### config.mk
export PLATFORM = sky130hd
export DESIGN_NAME = processor_status_fields
export DESIGN_NICKNAME = d
export VERILOG_FILES = /design/src/exc_num_encoder.v /design/src/pred_block_tracker.v /design/src/processor_status_fields.v
export VERILOG_INCLUDE_DIRS = /design/src /design/src/src
export SDC_FILE = /design/constraint.sdc
export NUM_CORES = 1
export LEC_CHECK = 0
export BUFFER_PORTS_ARGS = -buffer_cell sky130_fd_sc_hd__buf_4
export CAP_MARGIN = 20
export CORE_AREA = 2 2 83 85
export DETAILED_ROUTE_END_ITERATION = 7
export DIE_AREA = 0 0 85 87
export PLACE_DENSITY = 0.84
export RECOVER_POWER = 100
export REMOVE_ABC_BUFFERS = 1
export SLEW_MARGIN = 20
export SYNTH_ARGS = -nofsm -noshare
export SYNTH_HDL_FRONTEND = slang
export SYNTH_SLANG_ARGS = --single-unit
### constraint.sdc
create_clock -name hclk -period 3.02 [get_ports hclk]
set_input_delay 0.906 -clock hclk [delete_from_list [all_inputs] [get_ports hclk]]
set_output_delay 0.906 -clock hclk [all_outputs]
set_load 0.02 [all_outputs]
### src/psr_regs.vh
`ifndef PSR_REGS_VH
`define PSR_REGS_VH

// ****************************************************************
// Register offsets (byte addresses on the register bus)
// ****************************************************************
`define OFS_COMBINED 8'h00
`define OFS_EXEC_VIEW 8'h04
`define OFS_INTNUM_VIEW 8'h08
`define OFS_FAULT_CTRL 8'h0C
`define OFS_FAULT_STAT 8'h10

// ****************************************************************
// Field positions in the combined status word and the fault control/status registers
// ****************************************************************
`define BIT_ISA 24
`define ES_HI_MSB 26
`define ES_HI_LSB 25
`define ES_LO_MSB 15
`define ES_LO_LSB 10
`define EXC_MSB 5
`define EXC_LSB 0
`define CTRL_LOCKUP_BIT 0
`define STAT_FAULT_BIT 0
`define STAT_LOCKUP_BIT 1

// ****************************************************************
// Reset values
// ****************************************************************
`define ISA_RST 1'b1
`define ES_RST 8'h00
`define EXC_RST 6'h00
`define CTRL_RST 1'b0

// ****************************************************************
// Exception kinds from the core and their reported codes
// ****************************************************************
`define KIND_THREAD 4'h0
`define KIND_NMI 4'h1
`define KIND_HARD 4'h2
`define KIND_MEM 4'h3
`define KIND_BUS 4'h4
`define KIND_USAGE 4'h5
`define KIND_SVC 4'h6
`define KIND_DEFERRED_SERVICE_CALL 4'h7
`define KIND_TICK 4'h8
`define KIND_IRQ 4'h9
`define EXC_THREAD 6'h00
`define EXC_NMI 6'h02
`define EXC_HARD 6'h03
`define EXC_MEM 6'h04
`define EXC_BUS 6'h05
`define EXC_USAGE 6'h06
`define EXC_SVC 6'h0B
`define EXC_DEFERRED_SERVICE_CALL 6'h0E
`define EXC_TICK 6'h0F
`define EXC_IRQ_BASE 6'h10
`define EXC_IRQ_LAST 6'h2D
`define IRQ_MAX 5'h1D

`endif

### src/exc_num_encoder.v
`timescale 1ns/1ps
`default_nettype none
`include "psr_regs.vh"

module exc_num_encoder (
    // Exception request from the core
    input wire [3:0] kind,
    input wire [4:0] irq_index,
    // Encoded number
    output reg [5:0] code,
    output reg code_ok
);

    // Map kind to code; unknown kinds and vectors past 29 are refused
    always @*
    begin
        code = `EXC_THREAD;
        code_ok = 1'b1;
        case (kind)
            `KIND_THREAD: code = `EXC_THREAD;
            `KIND_NMI: code = `EXC_NMI;
            `KIND_HARD: code = `EXC_HARD;
            `KIND_MEM: code = `EXC_MEM;
            `KIND_BUS: code = `EXC_BUS;
            `KIND_USAGE: code = `EXC_USAGE;
            `KIND_SVC: code = `EXC_SVC;
            `KIND_DEFERRED_SERVICE_CALL: code = `EXC_DEFERRED_SERVICE_CALL;
            `KIND_TICK: code = `EXC_TICK;
            `KIND_IRQ:
            begin
                code = `EXC_IRQ_BASE + {1'b0, irq_index};
                code_ok = (irq_index <= `IRQ_MAX);
            end
            default: code_ok = 1'b0;
        endcase
    end

endmodule // exc_num_encoder
`default_nettype wire

### src/pred_block_tracker.v
`timescale 1ns/1ps
`default_nettype none
`include "psr_regs.vh"

module pred_block_tracker (
    // Current split state
    input wire [7:0] es,
    input wire ici_mode,
    // Block prefix fields
    input wire [3:0] first_cond,
    input wire [3:0] cond_mask,
    // Derived state
    output wire active,
    output wire [3:0] cond,
    output wire [7:0] es_start,
    output wire [7:0] es_advance
);

    // Block is live while the mask bits are non-zero and no resume state is held
    assign active = ~ici_mode & (es[3:0] != 4'h0);
    // Top three bits are the base condition, bit 4 flips it per slot
    assign cond = es[7:4];
    assign es_start = {first_cond, cond_mask};
    // Shift the mask after each instruction; the last slot ends the block
    assign es_advance = (es[2:0] == 3'h0) ? `ES_RST :
        {es[7:5], es[3:0], 1'b0};

endmodule // pred_block_tracker
`default_nettype wire

### src/processor_status_fields.v
`timescale 1ns/1ps
`default_nettype none
`include "psr_regs.vh"

// Summary of operation
// - ISA state flag at bit 24, resets set
// - Exchange branches and pop-to-pc update flag
// - Exception return reloads flag from stacked image
// - Entry and reset load flag from vector bit0
// - Execution with flag clear faults or locks up
// - Resume/predicate state split, read-only, resets zero
// - Interrupted multi-transfer records next register number
// - Resume multi-transfer at recorded register
// - Resume state forces low split bits zero
// - Track up to four predicated instructions
// - Block conditions identical or inverse
// - Bits 5:0 report active exception number
// - Exception number only in combined/number views

module processor_status_fields (
    // Clock and reset
    input wire hclk,
    input wire hresetn,
    // AHB-Lite slave
    input wire hsel,
    input wire [31:0] haddr,
    input wire [1:0] htrans,
    input wire hwrite,
    input wire [2:0] hsize,
    input wire [31:0] hwdata,
    input wire hready,
    output wire hreadyout,
    output reg [31:0] hrdata,
    output wire hresp,
    // Exchange branches
    input wire xchg_valid,
    input wire xchg_target_lsb,
    // Vector fetch on reset or exception entry
    input wire vec_valid,
    input wire vec_lsb,
    input wire [3:0] vec_kind,
    input wire [4:0] vec_irq,
    // Exception return
    input wire ret_valid,
    input wire [31:0] ret_image,
    // Multi-register transfers
    input wire multi_pause,
    input wire [3:0] multi_next_reg,
    input wire multi_done,
    output wire multi_resume_valid,
    output wire [3:0] multi_resume_reg,
    // Predicated blocks
    input wire pred_start,
    input wire [3:0] pred_first_cond,
    input wire [3:0] pred_mask,
    input wire instr_retire,
    output wire pred_active,
    output wire [3:0] pred_cond,
    // Instruction issue check
    input wire instr_issue,
    output reg isa_fault,
    output wire lockup,
    output wire exec_ok,
    // Status word for stacking
    output wire [31:0] status_word
);

    // ****************************************************************
    // State registers
    // ****************************************************************
    // Instruction-set flag and split continuation/predication field
    reg isa_r;
    reg isa_nxt;
    reg [7:0] es_r;
    reg [7:0] es_nxt;
    reg ici_r;
    reg ici_nxt;
    // Active exception number
    reg [5:0] exc_r;
    reg [5:0] exc_nxt;
    // Fault control, sticky status and lockup
    reg lock_en_r;
    reg fault_seen_r;
    reg lockup_r;
    reg isa_fault_nxt;

    // ****************************************************************
    // Bus slave state
    // ****************************************************************
    // Write address held over into the data phase
    reg wr_pend_r;
    reg [7:0] wr_addr_r;
    // Decoded address phase
    wire take;
    wire [7:0] ofs;
    wire wr_ctrl;
    wire wr_stat;

    // ****************************************************************
    // Helper outputs
    // ****************************************************************
    // Encoder and tracker results
    wire [5:0] vec_code;
    wire vec_code_ok;
    wire [7:0] es_start;
    wire [7:0] es_adv;
    // Word views and stacked image fields
    wire [31:0] exec_view;
    wire [31:0] num_view;
    wire [5:0] ret_code;
    wire [7:0] ret_es;
    wire ret_code_ok;
    wire ret_ici;

    // A refused kind keeps the number already reported
    exc_num_encoder u_enc (
        .kind(vec_kind),
        .irq_index(vec_irq),
        .code(vec_code),
        .code_ok(vec_code_ok)
    );

    // Predicated block state lives in the split field
    pred_block_tracker u_pred (
        .es(es_r),
        .ici_mode(ici_r),
        .first_cond(pred_first_cond),
        .cond_mask(pred_mask),
        .active(pred_active),
        .cond(pred_cond),
        .es_start(es_start),
        .es_advance(es_adv)
    );

    // ****************************************************************
    // Checks on the stacked image
    // ****************************************************************

    // A restored number must be one that could have been reported
    function code_valid;
        input [5:0] c;
        begin
            code_valid = (c == `EXC_THREAD) || (c == `EXC_SVC) ||
                ((c >= `EXC_NMI) && (c <= `EXC_USAGE)) ||
                ((c >= `EXC_DEFERRED_SERVICE_CALL) && (c <= `EXC_IRQ_LAST));
        end
    endfunction

    // Stacked image fields, split the same way as the live word
    assign ret_code = ret_image[`EXC_MSB:`EXC_LSB];
    assign ret_code_ok = code_valid(ret_code);
    assign ret_es = {ret_image[`ES_LO_MSB:`ES_LO_LSB],
        ret_image[`ES_HI_MSB:`ES_HI_LSB]};
    // Image holds resume state when a register number sits with empty low bits
    assign ret_ici = (ret_es[3:0] == 4'h0) && (ret_es[7:4] != 4'h0);

    // ****************************************************************
    // Execution state next value
    // ****************************************************************

    // Vector load has top priority, then return, then in-flight events
    always @*
    begin
        isa_nxt = isa_r;
        es_nxt = es_r;
        ici_nxt = ici_r;
        exc_nxt = exc_r;
        if (vec_valid)
        begin
            isa_nxt = vec_lsb;
            es_nxt = `ES_RST;
            ici_nxt = 1'b0;
            if (vec_code_ok)
                exc_nxt = vec_code;
        end
        else if (ret_valid)
        begin
            isa_nxt = ret_image[`BIT_ISA];
            ici_nxt = ret_ici;
            // Resume state keeps only the register number
            es_nxt = ret_ici ? {ret_es[7:4], 4'h0} : ret_es;
            exc_nxt = ret_code_ok ? ret_code : `EXC_THREAD;
        end
        else
        begin
            // Exchange runs alongside the field updates below
            if (xchg_valid)
                isa_nxt = xchg_target_lsb;
            if (multi_pause)
            begin
                es_nxt = {multi_next_reg, 4'h0};
                ici_nxt = 1'b1;
            end
            else if (multi_done)
            begin
                es_nxt = `ES_RST;
                ici_nxt = 1'b0;
            end
            else if (pred_start)
            begin
                es_nxt = es_start;
                ici_nxt = 1'b0;
            end
            else if (instr_retire && pred_active)
                es_nxt = es_adv;
        end
    end

    // Hardware-only update; bus writes never reach these flops
    always @(posedge hclk or negedge hresetn)
    begin
        if (!hresetn)
        begin
            isa_r <= `ISA_RST;
            es_r <= `ES_RST;
            ici_r <= 1'b0;
            exc_r <= `EXC_RST;
        end
        else
        begin
            isa_r <= isa_nxt;
            es_r <= es_nxt;
            ici_r <= ici_nxt;
            exc_r <= exc_nxt;
        end
    end

    // ****************************************************************
    // Issue check with the state flag clear
    // ****************************************************************

    // Lockup is held until a vector load; a fault is a one-cycle pulse
    always @*
    begin
        isa_fault_nxt = 1'b0;
        if (instr_issue && !isa_r && !lock_en_r && !lockup_r)
            isa_fault_nxt = 1'b1;
    end

    always @(posedge hclk or negedge hresetn)
    begin
        if (!hresetn)
        begin
            isa_fault <= 1'b0;
            lockup_r <= 1'b0;
        end
        else
        begin
            isa_fault <= isa_fault_nxt;
            if (instr_issue && !isa_r && lock_en_r)
                lockup_r <= 1'b1;
            else if (vec_valid)
                lockup_r <= 1'b0;
        end
    end

    // Lockup stands until the next vector load or reset
    assign lockup = lockup_r;
    // Core may only execute with the flag set and no lockup
    assign exec_ok = isa_r & ~lockup_r;

    // ****************************************************************
    // Views of the status word
    // ****************************************************************

    // Combined word: reserved bits and excluded flags read zero
    assign status_word = {5'h00, es_r[1:0], isa_r, 8'h00, es_r[7:2],
        4'h0, exc_r};
    // Execution view drops the number
    assign exec_view = {5'h00, es_r[1:0], isa_r, 8'h00, es_r[7:2], 10'h000};
    // Number view shows only bits 5:0
    assign num_view = {26'h0000000, exc_r};

    // Resume request to the core comes straight from the held state
    assign multi_resume_valid = ici_r;
    assign multi_resume_reg = es_r[7:4];

    // ****************************************************************
    // AHB-Lite slave
    // ****************************************************************

    // Zero-wait slave, always OKAY
    assign hreadyout = 1'b1;
    assign hresp = 1'b0;
    assign take = hsel & htrans[1] & hready;
    assign ofs = haddr[7:0];

    // Address phase captured for the write data phase
    always @(posedge hclk or negedge hresetn)
    begin
        if (!hresetn)
        begin
            wr_pend_r <= 1'b0;
            wr_addr_r <= 8'h00;
        end
        else if (hready)
        begin
            wr_pend_r <= take & hwrite;
            wr_addr_r <= ofs;
        end
    end

    // Read data registered in the address phase, shown in the data phase
    always @(posedge hclk or negedge hresetn)
    begin
        if (!hresetn)
            hrdata <= 32'h00000000;
        else if (take && !hwrite)
        begin
            case (ofs)
                `OFS_COMBINED: hrdata <= status_word;
                `OFS_EXEC_VIEW: hrdata <= exec_view;
                `OFS_INTNUM_VIEW: hrdata <= num_view;
                `OFS_FAULT_CTRL: hrdata <= {31'h00000000, lock_en_r};
                `OFS_FAULT_STAT: hrdata <= {30'h00000000, lockup_r, fault_seen_r};
                default: hrdata <= 32'h00000000;
            endcase
        end
    end

    // Status-word offsets take no write: every field there is read-only
    assign wr_ctrl = wr_pend_r && (wr_addr_r == `OFS_FAULT_CTRL);
    assign wr_stat = wr_pend_r && (wr_addr_r == `OFS_FAULT_STAT);

    // Control bit selects lockup instead of a fault on a clear flag
    always @(posedge hclk or negedge hresetn)
    begin
        if (!hresetn)
            lock_en_r <= `CTRL_RST;
        else if (wr_ctrl)
            lock_en_r <= hwdata[`CTRL_LOCKUP_BIT];
    end

    // Sticky fault flag, write one to clear; a new fault wins the clear
    always @(posedge hclk or negedge hresetn)
    begin
        if (!hresetn)
            fault_seen_r <= 1'b0;
        else if (isa_fault_nxt)
            fault_seen_r <= 1'b1;
        else if (wr_stat && hwdata[`STAT_FAULT_BIT])
            fault_seen_r <= 1'b0;
    end

endmodule // processor_status_fields
`default_nettype wire

==> flow_summary_export.csv, run 1 <==
group,metric,value,unit
run_status,run_status,"finished, final reports clean",
power,seqPwrFrac,0.467,
clocking,cts_hold_buf,0,
global_route,grt_antenna_before_repair,0,
placed_design,portBuffers,103,
synthesis,synth-seq-cells,44,
detailed_routing,drtAntennaViolNets,0,
cells_and_area,fillCellCount,665,
synthesis,synth_compound_area_frac,0.198,
clocking,clock_sinks,44,
cells_and_area,final_area,3200,um^2
synthesis,syn_avg_cell_area,9.83,um^2
power,ir_worst_vdd,0.262,mV
clocking,ctsHtreeMaxLevel,2,
critical_path,required,3.25,ns
synthesis,synth_top_family_by_area,"compound AO/OA/AOI/OAI gates",
clocking,cts_setup_buffers,0,
power,p_leak,1.47,nW
timing,setup_viol,0,
synthesis,yosysUniqueCellTypes,54,
synthesis,synth_area,2660,um^2
job,max-cap-violations,0,
timing,finalSetupTns,0,ns
clocking,cts-resized-gates,0,
detailed_routing,first_pass_iters,4,
detailed_routing,drt-initial-drc-count,126,
timing,fin_crit_sh,0.829,
detailed_routing,viasPerCell,5.23,
global_route,grt_max_degree,45,
timing,rsz0062_at_grt,"no",
synthesis,async_flop_share,1.00,
floorplanning,initial_core_util,0.404,
cells_and_area,fin_nets,499,
cells_and_area,final_cells,443,
placed_design,dp_cells,435,
synthesis,synth_fa_ha_area_frac,0,
clocking,root_buffer,"clkbuf_8",
floorplanning,die_width,85,um
synthesis,synth.area.mux_share,0.0674,
detailed_routing,wirelength,6930,um
timing,fin_worst_skew,0.00218,ns
global_route,grt_pass1_wl,10500,um
clocking,clk_latency,0.29,ns
cells_and_area,post-route-util,0.488,
synthesis,synth_cells,270,
cells_and_area,diodes,0,
synthesis,yosys.area_share.xor_xnor,0,
timing,hold_viol_final,0,
floorplanning,fp.dieH,87,um
clocking,clkTransAtPathRegs,0.08,ns
floorplanning,die-area,7400,um^2
floorplanning,num_rows,30,
synthesis,synthSimpleGateAreaFrac,0.156,
detailed_routing,vias,2318,
floorplanning,ios,216,
placed_design,gp_routability_congestion,0.881,
clocking,cts_buffers,5,
global_route,grt_remaining_overflow,0,
power,p_per_area,437,nW/um^2
timing,period_minus_slack,2.50,ns
critical_path,critical_path_class,"input port to flip-flop",
placed_design,place_area,3280,um^2
timing,slew_headroom,0.263,
synthesis,synth-edff-count,0,
synthesis,yosys_warnings,0,
critical_path,cp-start-kind,"input port",
detailed_routing,drc,0,
power,netSwitchingFraction,0.299,
placed_design,dp_hpwl,5430,um
global_route,grt_usage,0.180,
power,clockPowerShare,0.315,
critical_path,worst_setup_path_end_kind,"flip-flop",
power,internal-power,0.000980,W
clocking,cts_tree,"built",
detailed_routing,avgRoutedWirePerCell,15.6,um
cells_and_area,drive_above_1_share,0.220,
synthesis,synth_ff_type,"dfrtp_1",
critical_path,cp.arrival,2.73,ns
floorplanning,core,6570,um^2
timing,worstMarginPinSlew,1.11,ns
timing,maxSlewViolCount,0,
power,p_comb_frac,0.217,
critical_path,cp_max_fo,14,
min_path,hold_class,"flip-flop to flip-flop",
synthesis,ys_seq_area_frac,0.415,
global_route,grt_pass1_vias,2100,
timing,fmax,399,MHz
cells_and_area,area_delta_synth_final,20.6,%
power,switching_power,0.000419,W
clocking,clock_path_buffers,2,
[synthesized netlist by cell type, drive strengths merged, types with 4 or more instances]
library cell | number | area [um^2]
a211oi | 5 | 50.1
a21oi | 9 | 45.0
a22o | 14 | 123
buf | 47 | 360
clkbuf | 7 | 26.3
dfrtp | 43 | 1080
inv | 11 | 41.3
mux2 | 12 | 139
mux2i | 4 | 40.0
nand2 | 16 | 60.1
nand2b | 4 | 25.0
nand3 | 4 | 20.0
nand4 | 5 | 31.3
nor2 | 15 | 56.3
nor2b | 6 | 37.5
nor3 | 4 | 20.0
nor4 | 5 | 37.5
o211ai | 4 | 30.0
o21ai | 11 | 55.1
[metal layers]
metal / part of all wire / vias up / GRT usage
met1: 0.43 / 1107 / 0.250
met2: 0.47 / 108 / 0.276
li1: - / 1095 / -
met5: 0 / - / 0
met4: 0.016 / 0 / 0.0649
met3: 0.079 / 8 / 0.0398
[cells by family after synthesis]
| kind of cell | count (synthesis) |
|---|---|
| muxes | 16 |
| and+or+nand+nor | 75 |
| AOI/OAI and AO/OA | 68 |
| other | 2 |
| buffers and inverters | 65 |
| DFF | 44 |
[power groups by stage]
stage               registers (W)  clock network (W)  logic [W]
floorplan                0.000690                  0   0.000131
global placement         0.000665                  0   0.000327
CTS                      0.000655           0.000452   0.000333
global route             0.000658           0.000477   0.000331
detailed placement       0.000667                  0   0.000332
finish                   0.000654           0.000441   0.000304
[sequential cells by signal, indices dropped and copies added (netlist names)]
signal / cells
fault_seen_r: 1
es_r: 8
isa_fault: 1
lock_en_r: 1
isa_r: 1
wr_addr_r: 8
lockup: 1
multi_resume_valid: 1
wr_pend_r: 1
exc_r: 6
hrdata: 15
[worst max-delay path, stage by stage]
cell and delay (ns):
clkbuf_1 0.39, nand4b_1 0.39, clkbuf_1 0.40, nor4_2 0.29, buf_4 0.21, a22o_1 0.14
[per-stage QoR]
stage	total power, W	hold WS (ns)	setup WS (ns)
3_5_place_dp	0.000999	0.490	0.529
3_3_place_gp	0.000992	0.467	0.553
5_1_grt	0.00147	0.530	0.330
6_report	0.00140	0.509	0.516
4_1_cts	0.00144	0.516	0.692
2_1_floorplan	0.000821	0.461	0.658
[cells in the final DEF (no fill, tap or decap), types with 3 or more instances in the layout]
cell / netlist / routed
conb_1: 2 / 36
or4_1: 2 / 3
nor4_1: 4 / 4
nor3_1: 4 / 4
buf_4: 45 / 57
nor2b_1: 6 / 6
nand2b_1: 4 / 4
clkbuf_1: 7 / 47
nand4_1: 5 / 5
nand2_1: 16 / 16
a21oi_1: 9 / 9
nor3b_1: 3 / 3
a22o_1: 14 / 14
o21ai_0: 11 / 11
clkbuf_8: 0 / 5
a211oi_1: 4 / 4
a32oi_1: 3 / 3
mux2i_1: 4 / 4
a221o_1: 3 / 3
inv_1: 11 / 11
nand3_1: 4 / 4
dfrtp_1: 43 / 43
mux2_2: 10 / 10
nor2_1: 15 / 15
o211ai_1: 4 / 4
[area by class of cell]
| type | count | area [um^2] | area share |
|---|---|---|---|
| multi-input combinational | 195 | 1240 | 0.387 |
| sequential | 44 | 1100 | 0.344 |
| timing repair buffer | 105 | 613 | 0.191 |
| tap | 80 | 100 | 0.0313 |
| clock buffer | 6 | 72.6 | 0.0227 |
| inverter | 11 | 41.3 | 0.0129 |
| clock inverter | 2 | 35.0 | 0.0109 |
[final timing paths]
kind	start	end	slack [ns]	cells after the start
max	hready	hrdata[11]	0.52	6
min	hrdata[1]	hrdata[1]	0.51	2
max reg2reg	es_r[0]	es_r[4]	1.07	3
min reg2reg	hrdata[1]	hrdata[1]	0.51	2
max in group asynchronous	hresetn	lock_en_r	1.53	1
min in group asynchronous	hresetn	es_r[0]	0.81	1
Power figures use the tool's default switching activity.
==> inputs of run 2 (changes only) <==
- CORE_AREA: 2 2 83 85 -> unset
- CORE_UTILIZATION: unset -> 36
- DIE_AREA: 0 0 85 87 -> unset
- PLACE_DENSITY: 0.84 -> 0.78
- clock period: 3.02 -> 2.2 ns (I/O delays scaled with it)
==> run 2 against run 1 <==
Combinational power up 38%. Total power increased by 31%. Register-to-register slack worse by 0.83 ns. Die area increased by 4.4%. Routed wire length fell by 3.9%. Count of clock-buffer cells in the layout grew 1. Non-clock buffer count increased by 5. Hold slack worse by 0.015 ns. Critical path type unchanged. Largest cell class unchanged. Largest power group unchanged.
==> flow_summary_export.csv, run 2 (synthesis results as in run 1) <==
group,metric,value,unit
run_status,run_status,"finished, final reports clean",
critical_path,crit_chain,"clkbuf_1 -> or4_1 -> a211oi_1 -> buf_4 -> a211oi_1 -> a21oi_1",
clocking,clk_latency,0.29,ns
floorplanning,fp.dieH,87.9,um
timing,fin_worst_skew,0.00286,ns
critical_path,worst_setup_path_end_kind,"flip-flop",
clocking,clock_path_buffers,2,
global_route,grt_max_degree,45,
detailed_routing,drtAntennaViolNets,0,
timing,finalSetupTns,0,ns
detailed_routing,vias,2339,
global_route,grt_remaining_overflow,0,
critical_path,required,2.41,ns
cells_and_area,drive_above_1_share,0.226,
placed_design,dp_cells,456,
clocking,cts_buffers,5,
floorplanning,initial_core_util,0.382,
clocking,clock_sinks,44,
global_route,grt_pass1_wl,10100,um
critical_path,cp_max_fo,7,
critical_path,r2r_cells,4,
detailed_routing,drc,0,
global_route,grt_antenna_before_repair,0,
power,p_per_area,568,nW/um^2
floorplanning,num_rows,30,
clocking,ctsHtreeMaxLevel,2,
detailed_routing,wirelength,6660,um
min_path,whs_endpoint,"hrdata[1]",
detailed_routing,first_pass_iters,5,
clocking,root_buffer,"clkbuf_8",
min_path,hold_path.startpoint,"hrdata[1]",
cells_and_area,diodes,0,
floorplanning,core,6940,um^2
placed_design,gp_routability_congestion,0.861,
critical_path,cp.arrival,2.24,ns
critical_path,cp-start-kind,"input port",
clocking,cts_hold_buf,0,
cells_and_area,area_delta_synth_final,21.6,%
critical_path,max_stage_delay,0.67,ns
cells_and_area,layout_commonest_cell,"buf_4",
timing,rsz0062_at_grt,"no",
power,ir_worst_vdd,0.217,mV
timing,hold_slack,0.493,ns
floorplanning,ios,216,
min_path,hold_path_depth,2,
job,max-cap-violations,0,
critical_path,path_buf_inv,2,
critical_path,critical_path_class,"input port to flip-flop",
min_path,hold_class,"flip-flop to flip-flop",
cells_and_area,mostFrequentLayoutCells,"60 x buf_4, 49 x clkbuf_1, 43 x dfrtp_1",
clocking,clkTransAtPathRegs,0.08,ns
clocking,cts_tree,"built",
detailed_routing,avgRoutedWirePerCell,14.3,um
cells_and_area,fillCellCount,733,
critical_path,crit_slowest_cell,"or4_1",
cells_and_area,largest_reg_flops,15,
critical_path,crit_family,"simple AND/OR/NAND/NOR gates",
timing,setup_viol,0,
timing,fin_crit_sh,0.923,
cells_and_area,post-route-util,0.465,
detailed_routing,drt-initial-drc-count,96,
timing,maxSlewViolCount,0,
placed_design,portBuffers,103,
timing,hold_viol_final,0,
global_route,grt_pass1_vias,2062,
placed_design,dp_hpwl,5270,um
critical_path,crit_top_cell,"a211oi_1",
timing,slew_headroom,0.276,
floorplanning,die_width,87.9,um
critical_path,regToRegEndpoint,"lock_en_r",
critical_path,timing.rr.start,"wr_addr_r[1]",
global_route,grt_usage,0.170,
cells_and_area,fin_nets,504,
cells_and_area,reg_top3,"hrdata x15, es_r x8, wr_addr_r x8",
timing,worstMarginPinSlew,1.09,ns
critical_path,r2r_setup_slack,0.24,ns
cells_and_area,final_cells,464,
cells_and_area,top_register,"hrdata",
timing,period_minus_slack,2.03,ns
power,p_leak,1.47,nW
detailed_routing,viasPerCell,5.04,
timing,fmax,493,MHz
floorplanning,die-area,7720,um^2
==> run 2: worst reg2reg max path, stage by stage (launching register included) <==
cell and delay, ns:
dfrtp_1 0.38, or4_1 0.52, or3_1 0.34, nor3_1 0.24, mux2_2 0.36
==> run 2: how the worst max path moves through the flow <==
stage | from | end | slack [ns] | cells past startpoint
2_1_floorplan | hwrite | hrdata[10] | 0.08 | 3
3_5_place_dp | multi_done | es_r[2] | 0.08 | 6
6_report | multi_pause | es_r[2] | 0.17 | 6
5_1_grt | multi_pause | es_r[2] | 0.07 | 6
3_3_place_gp | multi_done | es_r[4] | 0.13 | 4
4_1_cts | es_r[0] | pred_active | 0.05 | 3
==> run 2: metal layers <==
metal | share of wire | vias to the layer above | GRT usage
li1 | - | 1106 | -
met3 | 0.074 | 2 | 0.0302
met1 | 0.46 | 1108 | 0.229
met5 | 0 | - | 0
met2 | 0.47 | 123 | 0.277
met4 | 0.0023 | 0 | 0.0522
==> run 2: stage by stage <==
stage | total power, W | setup slack (ns) | cell area [um^2]
global route | 0.00192 | 0.0654 | 3230
CTS | 0.00190 | 0.0522 | 3440
detailed placement | 0.00138 | 0.0771 | 3340
finish | 0.00183 | 0.170 | 3230
floorplan | 0.00113 | 0.0835 | 2400
global placement | 0.00136 | 0.131 | 3340
==> run 2: what timing repair did <==
| action | CTS | global route |
|---|---|---|
| setup buffers | 0 | 0 |
| resized for setup | 0 | 1 |
| endpoints found under the setup margin | 0 | 1 |
==> run 2: power by group <==
| group | internal [W] | total [W] | switching, W |
|---|---|---|---|
| Clock | 0.000255 | 0.000521 | 0.000265 |
| Sequential | 0.000853 | 0.000896 | 0.0000435 |
| Combinational | 0.000159 | 0.000418 | 0.000259 |
==> run 2: layout make-up <==
type,count,area (um^2),area share
Clock buffer,7,86.3,0.0267
Clock inverter,1,7.51,0.00232
Inverter,11,41.3,0.0128
Multi-Input combinational cell,195,1230,0.381
Sequential cell,44,1100,0.341
Tap cell,96,120,0.0372
Timing Repair Buffer,110,641,0.198
